$ cat src/hw/ccs_pkg.sv
/*
 * Shared constants and types for the CPU clock source mode control block.
 * Assumes a single system clock and an asynchronous active-high reset.
 */
package ccs_pkg;

	// ----------------------------------------------------------------
	// CPU clock source modes
	// ----------------------------------------------------------------
	typedef enum logic [1:0] {
		CCS_MODE_IOSC,
		CCS_MODE_HS,
		CCS_MODE_SUB
	} ccs_mode_e;

	// ----------------------------------------------------------------
	// Reset values and switch timing
	// ----------------------------------------------------------------
	localparam ccs_mode_e   MODE_RST      = CCS_MODE_IOSC; // Start on internal oscillator
	localparam logic        HS_RUN_RST    = 1'b1;          // Stop flags reset to 0
	localparam logic        INT_RUN_RST   = 1'b1;
	localparam int          CNT_W         = 2;
	localparam logic [1:0]  SWITCH_CLOCKS = 2'h2;          // Clocks on old source before switch
	localparam logic [1:0]  CNT_RST       = 2'h0;
	localparam logic        SUB_ST_RST    = 1'b0;          // Status flags match MODE_RST
	localparam logic        HS_ST_RST     = 1'b0;

endpackage

$ cat src/hw/ccs_sw_if.sv
/*
 * Handshake between the mode controller and the switch delay timer.
 * Assumes both ends share clk_sys_i.
 */
`timescale 1ns/1ps

interface ccs_sw_if;
	logic start;  // Begin a switch delay
	logic abort;  // Drop a pending switch
	logic done;   // Delay elapsed, one-cycle pulse

	modport ctrl  (output start, output abort, input done);
	modport timer (input start, input abort, output done);
endinterface

$ cat src/hw/ccs_clock_ctrl.sv
/*
 * CPU clock source mode control: picks the CPU clock source and gates the
 * idle oscillators from software flags.
 * Assumes all flag inputs come from registers clocked by clk_sys_i.
 */
`timescale 1ns/1ps

// Operation
// HS mode: status 0/1, internal stop honoured
// Internal mode: status 0/0, hs_osc_stop honoured
// Subsystem mode: status 1/1, subsystem stop honoured
// Internal stop needs option strap permission
// HS mode keeps high-speed oscillator running
// Internal mode ignores subsystem stop flag
// Subsystem entry only from high-speed mode
// Subsystem exit only to high-speed mode
// No main-select clear in subsystem mode
// Subsystem mode ignores hs_osc_stop
// Source switches after delay; status shows actual
// Illegal requests keep current source
module ccs_clock_ctrl (
	input  wire logic       clk_sys_i,
	input  wire logic       rst_i,
	input  wire logic       subsys_hs_osc_stop_i,
	input  wire logic       subsystem_select_i,
	input  wire logic       main_source_select_i,
	input  wire logic       hs_osc_stop_i,
	input  wire logic       internal_osc_stop_i,
	input  wire logic       internal_osc_stoppable_i,
	output logic            subsystem_active_status_o,
	output logic            hs_active_status_o,
	output logic [1:0]      cpu_source_o,
	output logic            hs_osc_run_o,
	output logic            internal_osc_run_o
);

	ccs_pkg::ccs_mode_e mode_ff;
	ccs_pkg::ccs_mode_e pend_tgt_ff;
	ccs_pkg::ccs_mode_e req_tgt;
	logic               pend_ff;
	logic               req_valid;
	logic               hs_run_ff;
	logic               int_run_ff;
	logic               nxt_hs_run;
	logic               nxt_int_run;
	logic               sub_st_ff;
	logic               hs_st_ff;

	ccs_sw_if sw ();

	// ----------------------------------------------------------------
	// Switch delay timer
	// ----------------------------------------------------------------
	ccs_switch_timer u_timer (
		.clk_sys_i (clk_sys_i),
		.rst_i     (rst_i),
		.sw        (sw.timer)
	);

	// ----------------------------------------------------------------
	// Requested source from the select flags
	// ----------------------------------------------------------------
	// Only legal moves are requested; anything else holds the mode
	always_comb begin
		req_valid = 1'b0;
		req_tgt   = mode_ff;
		case (mode_ff)
			ccs_pkg::CCS_MODE_IOSC: begin
				if (!subsystem_select_i && main_source_select_i) begin
					req_valid = 1'b1;
					req_tgt   = ccs_pkg::CCS_MODE_HS;
				end // Subsystem select here is refused
			end
			ccs_pkg::CCS_MODE_HS: begin
				if (!subsystem_select_i && !main_source_select_i) begin
					req_valid = 1'b1;
					req_tgt   = ccs_pkg::CCS_MODE_IOSC;
				end else if (subsystem_select_i && main_source_select_i) begin
					req_valid = 1'b1;
					req_tgt   = ccs_pkg::CCS_MODE_SUB;
				end
			end
			ccs_pkg::CCS_MODE_SUB: begin
				if (!subsystem_select_i && main_source_select_i) begin
					req_valid = 1'b1;
					req_tgt   = ccs_pkg::CCS_MODE_HS;
				end // Main-select clear is refused
			end
			default: begin
				req_valid = 1'b0;
			end
		endcase
	end

	// Start a delay on a new request, drop it if the request changes
	assign sw.start = !pend_ff && req_valid;
	assign sw.abort = pend_ff && (!req_valid || (req_tgt != pend_tgt_ff));

	// ----------------------------------------------------------------
	// Pending switch and active mode
	// ----------------------------------------------------------------
	// Mode moves only when the delay completes
	always_ff @(posedge clk_sys_i or posedge rst_i) begin
		if (rst_i) begin
			mode_ff     <= ccs_pkg::MODE_RST;
			pend_tgt_ff <= ccs_pkg::MODE_RST;
			pend_ff     <= 1'b0;
			sub_st_ff   <= ccs_pkg::SUB_ST_RST;
			hs_st_ff    <= ccs_pkg::HS_ST_RST;
		end else begin
			if (sw.abort) begin
				pend_ff <= 1'b0;
			end else if (sw.start) begin
				pend_ff     <= 1'b1;
				pend_tgt_ff <= req_tgt;
			end else if (pend_ff && sw.done) begin
				pend_ff   <= 1'b0;
				mode_ff   <= pend_tgt_ff;
				sub_st_ff <= (pend_tgt_ff == ccs_pkg::CCS_MODE_SUB); // Status moves with the source
				hs_st_ff  <= (pend_tgt_ff != ccs_pkg::CCS_MODE_IOSC);
			end
		end
	end

	// ----------------------------------------------------------------
	// Oscillator gating
	// ----------------------------------------------------------------
	// Stop flags honoured per mode; in-use or target oscillator kept on
	always_comb begin
		nxt_hs_run  = 1'b1;
		nxt_int_run = !(internal_osc_stoppable_i && internal_osc_stop_i);
		case (mode_ff)
			ccs_pkg::CCS_MODE_HS: begin
				nxt_hs_run = 1'b1; // HS stop flags ignored
			end
			ccs_pkg::CCS_MODE_IOSC: begin
				nxt_hs_run  = !hs_osc_stop_i; // Subsystem stop ignored
				nxt_int_run = 1'b1;
			end
			ccs_pkg::CCS_MODE_SUB: begin
				nxt_hs_run = !subsys_hs_osc_stop_i; // hs_osc_stop ignored
			end
			default: begin
				nxt_hs_run = 1'b1;
			end
		endcase
		if (pend_ff && (pend_tgt_ff == ccs_pkg::CCS_MODE_HS)) begin
			nxt_hs_run = 1'b1;
		end
		if (pend_ff && (pend_tgt_ff == ccs_pkg::CCS_MODE_IOSC)) begin
			nxt_int_run = 1'b1;
		end
	end

	// Register oscillator enables
	always_ff @(posedge clk_sys_i or posedge rst_i) begin
		if (rst_i) begin
			hs_run_ff  <= ccs_pkg::HS_RUN_RST;
			int_run_ff <= ccs_pkg::INT_RUN_RST;
		end else begin
			hs_run_ff  <= nxt_hs_run;
			int_run_ff <= nxt_int_run;
		end
	end

	// ----------------------------------------------------------------
	// Outputs
	// ----------------------------------------------------------------
	// Status reflects the source actually in use
	assign subsystem_active_status_o = sub_st_ff;
	assign hs_active_status_o        = hs_st_ff;
	assign cpu_source_o              = mode_ff;
	assign hs_osc_run_o              = hs_run_ff;
	assign internal_osc_run_o        = int_run_ff;

	// ----------------------------------------------------------------
	// Checks
	// ----------------------------------------------------------------
	property p_hs_status;
		@(posedge clk_sys_i) disable iff (rst_i)
		(cpu_source_o == 2'(ccs_pkg::CCS_MODE_HS)) |-> (!subsystem_active_status_o && hs_active_status_o);
	endproperty
	a_hs_status: assert property (p_hs_status) else $error("HS mode status wrong");

	property p_iosc_status;
		@(posedge clk_sys_i) disable iff (rst_i)
		(cpu_source_o == 2'(ccs_pkg::CCS_MODE_IOSC)) |-> !(subsystem_active_status_o || hs_active_status_o);
	endproperty
	a_iosc_status: assert property (p_iosc_status) else $error("Internal mode status wrong");

	property p_sub_status;
		@(posedge clk_sys_i) disable iff (rst_i)
		(cpu_source_o == 2'(ccs_pkg::CCS_MODE_SUB)) |-> (subsystem_active_status_o && hs_active_status_o);
	endproperty
	a_sub_status: assert property (p_sub_status) else $error("Subsystem mode status wrong");

	property p_strap_keeps_int;
		@(posedge clk_sys_i) disable iff (rst_i)
		!internal_osc_stoppable_i |=> internal_osc_run_o;
	endproperty
	a_strap_keeps_int: assert property (p_strap_keeps_int) else $error("Internal osc stopped without permission");

	property p_hs_keeps_hs;
		@(posedge clk_sys_i) disable iff (rst_i)
		(mode_ff == ccs_pkg::CCS_MODE_HS) |=> hs_osc_run_o;
	endproperty
	a_hs_keeps_hs: assert property (p_hs_keeps_hs) else $error("HS osc stopped in HS mode");

	property p_iosc_ignores_sub_stop;
		@(posedge clk_sys_i) disable iff (rst_i)
		(mode_ff == ccs_pkg::CCS_MODE_IOSC) && !hs_osc_stop_i |=> hs_osc_run_o;
	endproperty
	a_iosc_ignores_sub_stop: assert property (p_iosc_ignores_sub_stop) else $error("Subsystem stop acted in internal mode");

	property p_sub_ignores_hs_osc_stop;
		@(posedge clk_sys_i) disable iff (rst_i)
		(mode_ff == ccs_pkg::CCS_MODE_SUB) && !subsys_hs_osc_stop_i |=> hs_osc_run_o;
	endproperty
	a_sub_ignores_hs_osc_stop: assert property (p_sub_ignores_hs_osc_stop) else $error("hs_osc_stop acted in subsystem mode");

	property p_no_iosc_to_sub;
		@(posedge clk_sys_i) disable iff (rst_i)
		(mode_ff == ccs_pkg::CCS_MODE_IOSC) |=> (mode_ff != ccs_pkg::CCS_MODE_SUB);
	endproperty
	a_no_iosc_to_sub: assert property (p_no_iosc_to_sub) else $error("Direct internal to subsystem switch");

	property p_sub_exit_hs;
		@(posedge clk_sys_i) disable iff (rst_i)
		(mode_ff == ccs_pkg::CCS_MODE_SUB) |=> (mode_ff != ccs_pkg::CCS_MODE_IOSC);
	endproperty
	a_sub_exit_hs: assert property (p_sub_exit_hs) else $error("Subsystem exit not to HS");

	property p_switch_after_delay;
		@(posedge clk_sys_i) disable iff (rst_i)
		$changed(cpu_source_o) |-> $past(pend_ff, 1) && $past(pend_ff, 2) && $past(sw.start, 3);
	endproperty
	a_switch_after_delay: assert property (p_switch_after_delay) else $error("Source switched without delay");

	property p_illegal_holds;
		@(posedge clk_sys_i) disable iff (rst_i)
		!req_valid && !pend_ff |=> $stable(cpu_source_o);
	endproperty
	a_illegal_holds: assert property (p_illegal_holds) else $error("Source changed without legal request");

endmodule // ccs_clock_ctrl

$ cat src/hw/ccs_switch_timer.sv
/*
 * Switch delay timer: pulses done a fixed number of clocks after start.
 * Assumes start is raised only while idle; abort cancels at once.
 */
`timescale 1ns/1ps

module ccs_switch_timer (
	input  wire logic clk_sys_i,
	input  wire logic rst_i,
	ccs_sw_if.timer   sw
);

	logic                     busy_ff;
	logic [ccs_pkg::CNT_W-1:0] cnt_ff;
	logic                     done_ff;

	// ----------------------------------------------------------------
	// Countdown
	// ----------------------------------------------------------------
	// Load on start, count down while busy, pulse done at one
	always_ff @(posedge clk_sys_i or posedge rst_i) begin
		if (rst_i) begin
			busy_ff <= 1'b0;
			cnt_ff  <= ccs_pkg::CNT_RST;
			done_ff <= 1'b0;
		end else begin
			done_ff <= busy_ff && !sw.abort && (cnt_ff == 2'h1);
			if (sw.abort) begin
				busy_ff <= 1'b0;
			end else if (sw.start) begin
				busy_ff <= 1'b1;
				cnt_ff  <= ccs_pkg::SWITCH_CLOCKS - 2'h1;
			end else if (busy_ff) begin
				cnt_ff  <= cnt_ff - 2'h1;
				busy_ff <= (cnt_ff != 2'h1);
			end
		end
	end

	assign sw.done = done_ff;

	// ----------------------------------------------------------------
	// Checks
	// ----------------------------------------------------------------
	property p_delay_exact;
		@(posedge clk_sys_i) disable iff (rst_i)
		(sw.start && !sw.abort) ##1 !sw.abort |=> sw.done;
	endproperty
	a_delay_exact: assert property (p_delay_exact) else $error("Switch delay not two clocks");

	property p_no_early_done;
		@(posedge clk_sys_i) disable iff (rst_i)
		sw.start |=> !sw.done;
	endproperty
	a_no_early_done: assert property (p_no_early_done) else $error("Switch done too early");

endmodule // ccs_switch_timer

$ cat config.mk
export PLATFORM = sky130hd
export DESIGN_NAME = ccs_clock_ctrl
export DESIGN_NICKNAME = d
export VERILOG_FILES = /design/src/hw/ccs_pkg.sv /design/src/hw/ccs_sw_if.sv /design/src/hw/ccs_clock_ctrl.sv /design/src/hw/ccs_switch_timer.sv
export SDC_FILE = /design/constraint.sdc
export NUM_CORES = 1
export LEC_CHECK = 0
export BUFFER_PORTS_ARGS = -buffer_cell sky130_fd_sc_hd__buf_2
export CAP_MARGIN = 25
export CORE_ASPECT_RATIO = 0.8
export CORE_MARGIN = 5
export CORE_UTILIZATION = 47
export DETAILED_ROUTE_END_ITERATION = 6
export HOLD_SLACK_MARGIN = 0.15
export PLACE_DENSITY = 0.72
export SLEW_MARGIN = 0
export SYNTH_ARGS = -nofsm -noshare
export SYNTH_HDL_FRONTEND = slang
export SYNTH_SLANG_ARGS = --single-unit
$ cat constraint.sdc
create_clock -name clk_sys_i -period 1.7 [get_ports clk_sys_i]
set_input_delay 0.085 -clock clk_sys_i [delete_from_list [all_inputs] [get_ports clk_sys_i]]
set_output_delay 0.085 -clock clk_sys_i [all_outputs]
set_load 0.03 [all_outputs]
Yosys cells after proc, flatten, opt, wreduce, memory -nomap -nowiden
Index checks and enable logic that the tools add are counted.
- bits in registers: 13
- output and inout port bits: 6
- $add $sub $neg: 1
- equality and inequality tests: 7
- multiplexer cells: 20
- reductions and logical operators: 29
- bitwise logic cells: 2
- operator list (operator ; count):
    $mux W1 ; 12
    $logic_and A1 B1 Y1 ; 11
    $mux W2 ; 5
    $logic_not A1 Y1 ; 8
    $eq A2 B1 Y1 const B ; 3
    $eq A2 B2 Y1 const B ; 2
    $logic_not A2 Y1 ; 2
    $pmux W1 S2 ; 2
    $pmux W2 S2 ; 1
    $reduce_and A2 Y1 ; 2
    $reduce_bool A2 Y1 ; 2
    $reduce_and A3 Y1 ; 1
    $reduce_bool A3 Y1 ; 1
    $ne A2 B1 Y1 const B ; 1
    $ne A2 B2 Y1 ; 1
    $not A1 Y1 ; 2
    $reduce_or A2 Y1 ; 1
    $sub A2 B1 Y2 const B ; 1
    $logic_or A1 B1 Y1 ; 1

Logic depth before layout (Yosys ltp)
Gate-level depths: netlist of run 1.
- depth in word-level cells: 10
- mapped depth: 7
- depth with buffers taken out: 7

By module
From an unflattened synthesis of run 1, not the netlist that was laid out.
- cells, all modules: 62
- area, all modules: 698.2 um^2
- modules (own cells, without submodules) (module ; instances ; sequential area each (um^2) ; cells each ; area each (um^2)):
    ccs_clock_ctrl ; 1 ; 227.7 ; 45 ; 499.2
    ccs_switch_timer ; 1 ; 100.1 ; 17 ; 198.9

Least setup slack after synthesis of run 1
No wires, ideal clock.
- path type: register to register
- start: register mode_ff[1] (netlist: cpu_source_o[1])
- end: register mode_ff[0] (netlist: cpu_source_o[0])
- period minus slack after synthesis: 1987 ps
- cell stages (with the launch flop): 6
- buffers on the path: 0
- arrival time: 1862 ps
- slack: -287 ps
- setup time: 125 ps
- path through: dfrtp_1 -> nand2b_1 -> o21a_4 -> nand3b_4 -> or3_4 -> mux2_4
- cells in the longest elaborated chain, start to end: 8
- elaborated cells between the ends (all ways): 17
- classes of those cells: eq/ne: 3; mux: 5; bitwise: 2; reduce/logical: 7
- RTL lines (item ; RTL line ; source):
    start: declaration ; ccs_clock_ctrl.sv:37 ; ccs_pkg::ccs_mode_e mode_ff;
    start signal: assignment ; ccs_clock_ctrl.sv:105 ; mode_ff <= ccs_pkg::MODE_RST;
    start signal: assignment ; ccs_clock_ctrl.sv:118 ; mode_ff <= pend_tgt_ff;
    $eq A2 B2 Y1 (tied with other cells) ; ccs_clock_ctrl.sv:67 ; case (mode_ff)
    $reduce_or A2 Y1 (no source line) or $mux W2 (tied branches) ; - ;
    $pmux W2 S2 or $pmux W1 S2 (tied branches) ; ccs_clock_ctrl.sv:67 ;
    $ne A2 B2 Y1 or $logic_not A1 Y1 (tied branches) ; ccs_clock_ctrl.sv:97 ; assign sw.abort = pend_ff && (!req_valid || (req_tgt != pend_tgt_ff));
    $logic_or A1 B1 Y1 ; ccs_clock_ctrl.sv:97 ;
    $logic_and A1 B1 Y1 ; ccs_clock_ctrl.sv:97 ;
    $not A1 Y1 (no source line) ; - ;
    $reduce_and A3 Y1 (no source line) (*) ; - ;
Mark *: on every way between the ends. The rest lies on a longest branch, timed or not.
A chain may end at the register's enable or synchronous reset.

Final worst setup path of run 1
- start: register mode_ff[0] (netlist: cpu_source_o[0])
- end: register mode_ff[0] (netlist: cpu_source_o[0])
The elaborated chain is that of the path after synthesis.

==> flow_metrics.py, run 1 <==
metrics = {
    "setup_path": {
        "required_ns": 1.87,
        "crit_chain": "buf_4, nand2b_4, o21a_4, nand3b_4, or3_4, mux2_4",
        "slowest_stage": "dfrtp_2",
        "cp_max_fo": 4,
        "path_class": "reg -> reg",
        "startpoint_type": "flop",
        "r2r_slack_ns": -0.01,
        "timing.rr.end": "cpu_source_o[0]$_DFFE_PP0P_",
        "critPathCaptureType": "flop",
        "ff2ff_path_depth": 6,
        "worstPathArrival_ns": 1.88,
        "max_stage_delay_ns": 0.39,
        "r2r-start": "cpu_source_o[0]$_DFFE_PP0P_",
    },
    "cts": {
        "htree_levels": 1,
        "clockRootBuffer": "clkbuf_4",
        "cts_buffers": 3,
        "path_clk_slew_ns": 0.08,
        "clk_latency_ns": 0.28,
        "clock_path_buffers": 2,
        "cts_tree": "done",
        "cts_sinks": 13,
    },
    "sta": {
        "finalCritPeriodShare": 1.01,
        "rsz0062_at_grt": "yes",
        "fin_skew_ns": 0.00174,
        "layout_setup_ws_ns": -0.0131,
        "worst_pin_slew_ns": 0.510,
        "setup_violations": 3,
        "hold_viol": 0,
        "tns_ns": -0.0352,
        "min_period_ns": 1.71,
        "whs_ns": 0.222,
        "clock.fmax_mhz": 584,
        "relSlewSlack": 0.660,
        "slew_violations": 0,
    },
    "cells_and_area": {
        "layout-drive-gt1-share": 0.495,
        "mostFrequentLayoutCells": "buf_2, dfrtp_1, inv_1, buf_4, ha_1",
        "nets": 110,
        "antenna_cells": 0,
        "fin_area_mm2": 0.00103,
        "areaGrowthSynthToFinish_pct": 32.4,
        "final_common_cell": "buf_2",
        "fin_util": 0.644,
    },
    "synth": {
        "yosys_warnings": 0,
        "netlist_area_um2": 776,
        "synthAdderAreaFrac": 0.0645,
        "synth_top_family_by_area": "compound AO/OA/AOI/OAI gates",
        "synth_top_area_share": 0.355,
        "synth_compound_area_frac": 0.189,
        "muxShareOfSynthArea": 0.0710,
        "yosys.area_share.simple": 0.168,
        "syn_inst": 70,
        "synth_cell_type_count": 37,
        "ys_seq_elements": 13,
        "syn-mean-instance-area_um2": 11.1,
        "synth_top_area_cell": "dfrtp_1",
        "ys.flop_type": "dfrtp_1",
        "synth_edf_count": 0,
        "synthArstFlopShare": 1.00,
        "yosys-top-cells-area": "dfrtp_1, dfstp_2, ha_1",
        "seq_area_frac_synth": 0.423,
        "synth_fp_nets": 82,
        "yosys.area_share.xor_xnor": 0.0226,
    },
    "global_routing": {
        "gr-total-overflow": 0,
        "grt_max_degree": 14,
        "grt_usage": 0.159,
        "grt_pass1_vias": 652,
        "antenna_found_initial": 0,
        "grt_pass1_wl_mm": 3.09,
    },
    "floorplanning": {
        "initial_core_util": 0.487,
        "num_rows": 13,
        "die_y_um": 46.3,
        "die_area_mm2": 0.00257,
        "die_w_um": 55.4,
        "core_mm2": 0.00159,
        "ioPinCount": 14,
    },
    "worst_hold_path": {
        "hold_depth": 3,
        "worst_hold_startpoint": "hs_osc_stop_i",
        "hp-class": "in -> reg",
        "whs_endpoint": "hs_osc_run_o$_DFF_PP1_",
    },
    "placement": {
        "placed_area_um2": 925,
        "gp_congestion": 0.777,
        "io_buffers": 13,
        "hpwlAfterDp_mm": 1.21,
    },
    "routing": {
        "wl_per_cell_um": 14.8,
        "drt-pass1-iter-count": 4,
        "vias": 648,
        "dr.first_iter.drc_count": 14,
        "routed_via_density": 5.45,
        "drtAntennaViolNets": 0,
        "wirelength_mm": 1.77,
        "drc_errors": 0,
    },
    "run_status": {
        "violations": "setup timing",
        "outcome": "complete, but fails checks",
    },
    "pwr": {
        "irDropWorstVdd_mv": 1.08,
        "power.density_mw_per_mm2": 1330,
        "p_leak_nw": 0.532,
    },
    "job": {
        "max_cap_violations": 0,
    },
}
==> worst max path at each step <==
| stage | from | to | slack, ns | cells after the start |
|---|---|---|---|---|
| 2_1_floorplan | cpu_source_o[1]$_DFFE_PP0P_ | cpu_source_o[0]$_DFFE_PP0P_ | -0.12 | 5 |
| 3_3_place_gp | cpu_source_o[0]$_DFFE_PP0P_ | hs_active_status_o$_DFFE_PP0P_ | -0.04 | 6 |
| 3_5_place_dp | subsystem_select_i | u_timer.cnt_ff[1]$_DFFE_PP0P_ | -0.05 | 9 |
| 4_1_cts | cpu_source_o[0]$_DFFE_PP0P_ | hs_active_status_o$_DFFE_PP0P_ | -0.03 | 6 |
| 5_1_grt | cpu_source_o[0]$_DFFE_PP0P_ | subsystem_active_status_o$_DFFE_PP0P_ | -0.07 | 5 |
| 6_report | cpu_source_o[0]$_DFFE_PP0P_ | cpu_source_o[0]$_DFFE_PP0P_ | -0.01 | 6 |
==> flip-flops by register name, summed over array words and instances (netlist names) <==
register / count
u_timer.busy_ff: 1
cpu_source_o: 2
internal_osc_run_o: 1
hs_osc_run_o: 1
subsystem_active_status_o: 1
pend_tgt_ff: 2
u_timer.sw.done: 1
u_timer.cnt_ff: 2
hs_active_status_o: 1
pend_ff: 1
==> per-stage QoR <==
stage	cells	worst slack [ns]	power [mW]
floorplan	70	-0.122	0.900
global placement	110	-0.0407	1.04
detailed placement	110	-0.0482	1.06
CTS	119	-0.0340	1.31
global route	119	-0.0739	1.47
finish	119	-0.0131	1.37
==> synthesized netlist by cell type, drive strengths merged (2+ instances only) <==
cell    count
a21oi       3
clkbuf      2
dfrtp      11
dfstp       2
ha          4
inv         8
mux2        3
nand2       3
nand2b      3
nor2        4
o21ai       3
o31ai       2
or3         2
xnor2       2
==> report_power, final <==
part / internal, mW / switching (mW) / total [mW] / leakage [nW]
Clock: 0.0873 / 0.107 / 0.195 / 0.0177
Sequential: 0.401 / 0.0930 / 0.494 / 0.161
Combinational: 0.337 / 0.342 / 0.679 / 0.353
==> cell families (layout without fill, tap and decap cells) <==
family                     after synthesis  in the layout
xor gates and xnor gates                 2              2
adders and majority gates                4              4
AOI/OAI and AO/OA                       18             18
buffers and inverters                   10             37
and+or+nand+nor                         19             19
DFF                                     13             13
muxes                                    4              4
==> cell type report <==
type | instances | area, um^2
sequential | 13 | 330
multi-input combinational | 47 | 445
clock buffer | 3 | 22.5
clock inverter | 1 | 5.00
fill | 136 | 567
inverter | 8 | 30.0
timing repair buffer | 25 | 166
tap | 22 | 27.5
==> timing repair <==
action | 4_1_cts | 5_1_grt
hold buffers | 3 | 0
buffers inserted | 2 | 0
resized for setup | 1 | 5
pin swaps | 8 | 3
endpoints found under the hold margin | 12 | 0
endpoints found under the setup margin | 7 | 9
==> metal layers <==
| layer | GRT usage | share of wire | vias to the layer above |
|---|---|---|---|
| met4 | 0.0825 | 0.028 | 0 |
| li1 | - | - | 311 |
| met3 | 0.0448 | 0.062 | 8 |
| met5 | 0 | 0 | - |
| met2 | 0.264 | 0.46 | 26 |
| met1 | 0.191 | 0.45 | 303 |
==> critical path, delay by kind of cell, from the launching register on <==
family                 cells  cell delay [ns]
DFF                        1             0.39
muxes                      1             0.30
and+or+nand+nor            3             0.59
AOI/OAI and AO/OA          1             0.20
buffers and inverters      1             0.12
(Power assumes the default switching activity.)
==> run 2, diff against run 1 <==
--- a/config.mk
+++ b/config.mk
@@ -7,12 +7,11 @@
 export LEC_CHECK = 0
 export BUFFER_PORTS_ARGS = -buffer_cell sky130_fd_sc_hd__buf_2
 export CAP_MARGIN = 25
-export CORE_ASPECT_RATIO = 0.8
 export CORE_MARGIN = 5
-export CORE_UTILIZATION = 47
+export CORE_UTILIZATION = 51
 export DETAILED_ROUTE_END_ITERATION = 6
 export HOLD_SLACK_MARGIN = 0.15
-export PLACE_DENSITY = 0.72
+export PLACE_DENSITY = 0.74
 export SLEW_MARGIN = 0
 export SYNTH_ARGS = -nofsm -noshare
 export SYNTH_HDL_FRONTEND = slang
==> constraint.sdc (replaced) <==
create_clock -name clk_sys_i -period 2.1 [get_ports clk_sys_i]
set_input_delay 0.105 -clock clk_sys_i [delete_from_list [all_inputs] [get_ports clk_sys_i]]
set_output_delay 0.105 -clock clk_sys_i [all_outputs]
set_load 0.03 [all_outputs]
==> flow_metrics.py, run 2 (same netlist as run 1, synthesis figures left out) <==
metrics = {
    "run_status": {
        "outcome": "completed",
    },
    "cells_and_area": {
        "layout-drive-gt1-share": 0.348,
        "final_cells": 105,
        "antenna_cells": 0,
        "nets": 102,
        "areaGrowthSynthToFinish_pct": 16.8,
        "final_common_cell": "buf_2",
        "fin_util": 0.616,
        "fin_area_um2": 906,
        "mostFrequentLayoutCells": "buf_2, dfrtp_1, inv_1, ha_1",
    },
    "pwr": {
        "p_clk_frac": 0.162,
        "p_leak_nw": 0.472,
        "switchingPower_mw": 0.369,
        "irDropWorstVdd_mv": 0.610,
        "pwr-share-comb": 0.397,
        "internal_power_mw": 0.566,
        "power_mw": 0.935,
        "p_sw_frac": 0.394,
        "power.density_mw_per_mm2": 1030,
        "pwr-share-seq": 0.441,
    },
    "cts": {
        "post_cts_buffers": 0,
        "cts_buffers": 3,
        "clockRootBuffer": "clkbuf_4",
        "clk_latency_ns": 0.27,
        "htree_levels": 1,
        "cts_sinks": 13,
        "path_clk_slew_ns": 0.08,
        "clock_path_buffers": 2,
        "cts_tree": "done",
    },
    "global_routing": {
        "grt_max_degree": 14,
        "antenna_found_initial": 0,
        "grt_pass1_vias": 589,
        "grt_usage": 0.130,
        "grt_pass1_wl_mm": 2.53,
        "gr-total-overflow": 0,
    },
    "routing": {
        "wirelength_mm": 1.45,
        "drt-pass1-iter-count": 4,
        "drc_errors": 0,
        "routed_via_density": 5.75,
        "dr.first_iter.drc_count": 7,
        "wl_per_cell_um": 13.8,
        "vias": 604,
        "drtAntennaViolNets": 0,
    },
    "worst_hold_path": {
        "hold_depth": 3,
        "hp-class": "in -> reg",
        "whs_endpoint": "hs_osc_run_o$_DFF_PP1_",
        "worst_hold_startpoint": "hs_osc_stop_i",
    },
    "sta": {
        "hold_viol": 0,
        "clock.fmax_mhz": 538,
        "relSlewSlack": 0.622,
        "min_period_ns": 1.86,
        "setup_violations": 0,
        "slew_violations": 0,
        "finalCritPeriodShare": 0.885,
        "whs_ns": 0.224,
        "fin_skew_ns": 0.00295,
        "layout_setup_ws_ns": 0.242,
        "worst_pin_slew_ns": 0.563,
        "rsz0062_at_grt": "no",
        "tns_ns": 0,
    },
    "setup_path": {
        "r2r-start": "cpu_source_o[0]$_DFFE_PP0P_",
        "cp_max_fo": 8,
        "ff2ff_path_depth": 5,
        "r2r_slack_ns": 0.24,
        "required_ns": 2.26,
        "timing.rr.end": "cpu_source_o[1]$_DFFE_PP0P_",
        "worstPathArrival_ns": 2.02,
        "path_class": "reg -> reg",
        "cp-startpoint": "cpu_source_o[0]$_DFFE_PP0P_",
        "startpoint_type": "flop",
        "critPathCaptureType": "flop",
    },
    "floorplanning": {
        "num_rows": 14,
        "die_y_um": 49,
        "die_w_um": 49,
        "die_area_mm2": 0.00240,
        "ioPinCount": 14,
        "initial_core_util": 0.527,
        "core_mm2": 0.00147,
    },
    "job": {
        "max_cap_violations": 0,
    },
    "placement": {
        "hpwlAfterDp_mm": 1.09,
        "gp_congestion": 0.832,
        "placed_area_um2": 850,
        "dp_slack_ns": 0.222,
        "io_buffers": 13,
        "dp.cells": 98,
    },
}
run 2: cell count changes in the layout (fill, tap and decap cells not counted), moves of 2 or more:
cell / before / now
buf_4: 8 / 1
xnor2_2: 2 / 0
dfrtp_1: 9 / 11
dfrtp_2: 2 / 0
xnor2_1: 0 / 2
run 2: power groups by stage:
stage / combinational (mW) / clock, mW / sequential [mW]
after detailed placement: 0.366 / 0 / 0.415
after global routing: 0.414 / 0.173 / 0.423
after floorplan: 0.305 / 0 / 0.405
after global placement: 0.355 / 0 / 0.415
after CTS: 0.376 / 0.159 / 0.410
final: 0.371 / 0.151 / 0.413
run 2: worst max path at each step:
stage	endpoint	slack [ns]
2_1_floorplan	cpu_source_o[0]$_DFFE_PP0P_	0.11
3_3_place_gp	cpu_source_o[0]$_DFFE_PP0P_	0.27
3_5_place_dp	subsystem_active_status_o$_DFFE_PP0P_	0.22
4_1_cts	cpu_source_o[0]$_DFFE_PP0P_	0.25
5_1_grt	cpu_source_o[0]$_DFFE_PP0P_	0.16
6_report	cpu_source_o[1]$_DFFE_PP0P_	0.24
run 2: layer usage:
metal  GRT usage  vias to the layer above  routed length (um)
met5           0                        -                   0
met3      0.0336                        2                  73
met4      0.0404                        0                   8
met1       0.157                      299                 644
li1            -                      288                   -
met2       0.224                       15                 727
run 2: cell type report:
cell class | count | area [um^2]
Timing Repair Buffer | 17 | 103
Sequential cell | 13 | 328
Inverter | 8 | 30.0
Multi-Input combinational cell | 47 | 399
Fill cell | 133 | 566
Clock buffer | 4 | 26.3
Tap cell | 16 | 20.0
run 2: critical path, stage by stage (launching register included):
cell and delay, ns:
dfrtp_1 0.44, and3b_1 0.21, o21ai_2 0.14, xnor2_1 0.19, or3_4 0.45, mux2_4 0.30
run 2: what timing repair did:
action	CTS	global route
hold endpoints to repair	12	0
resized for setup	0	0
hold buffers	3	0
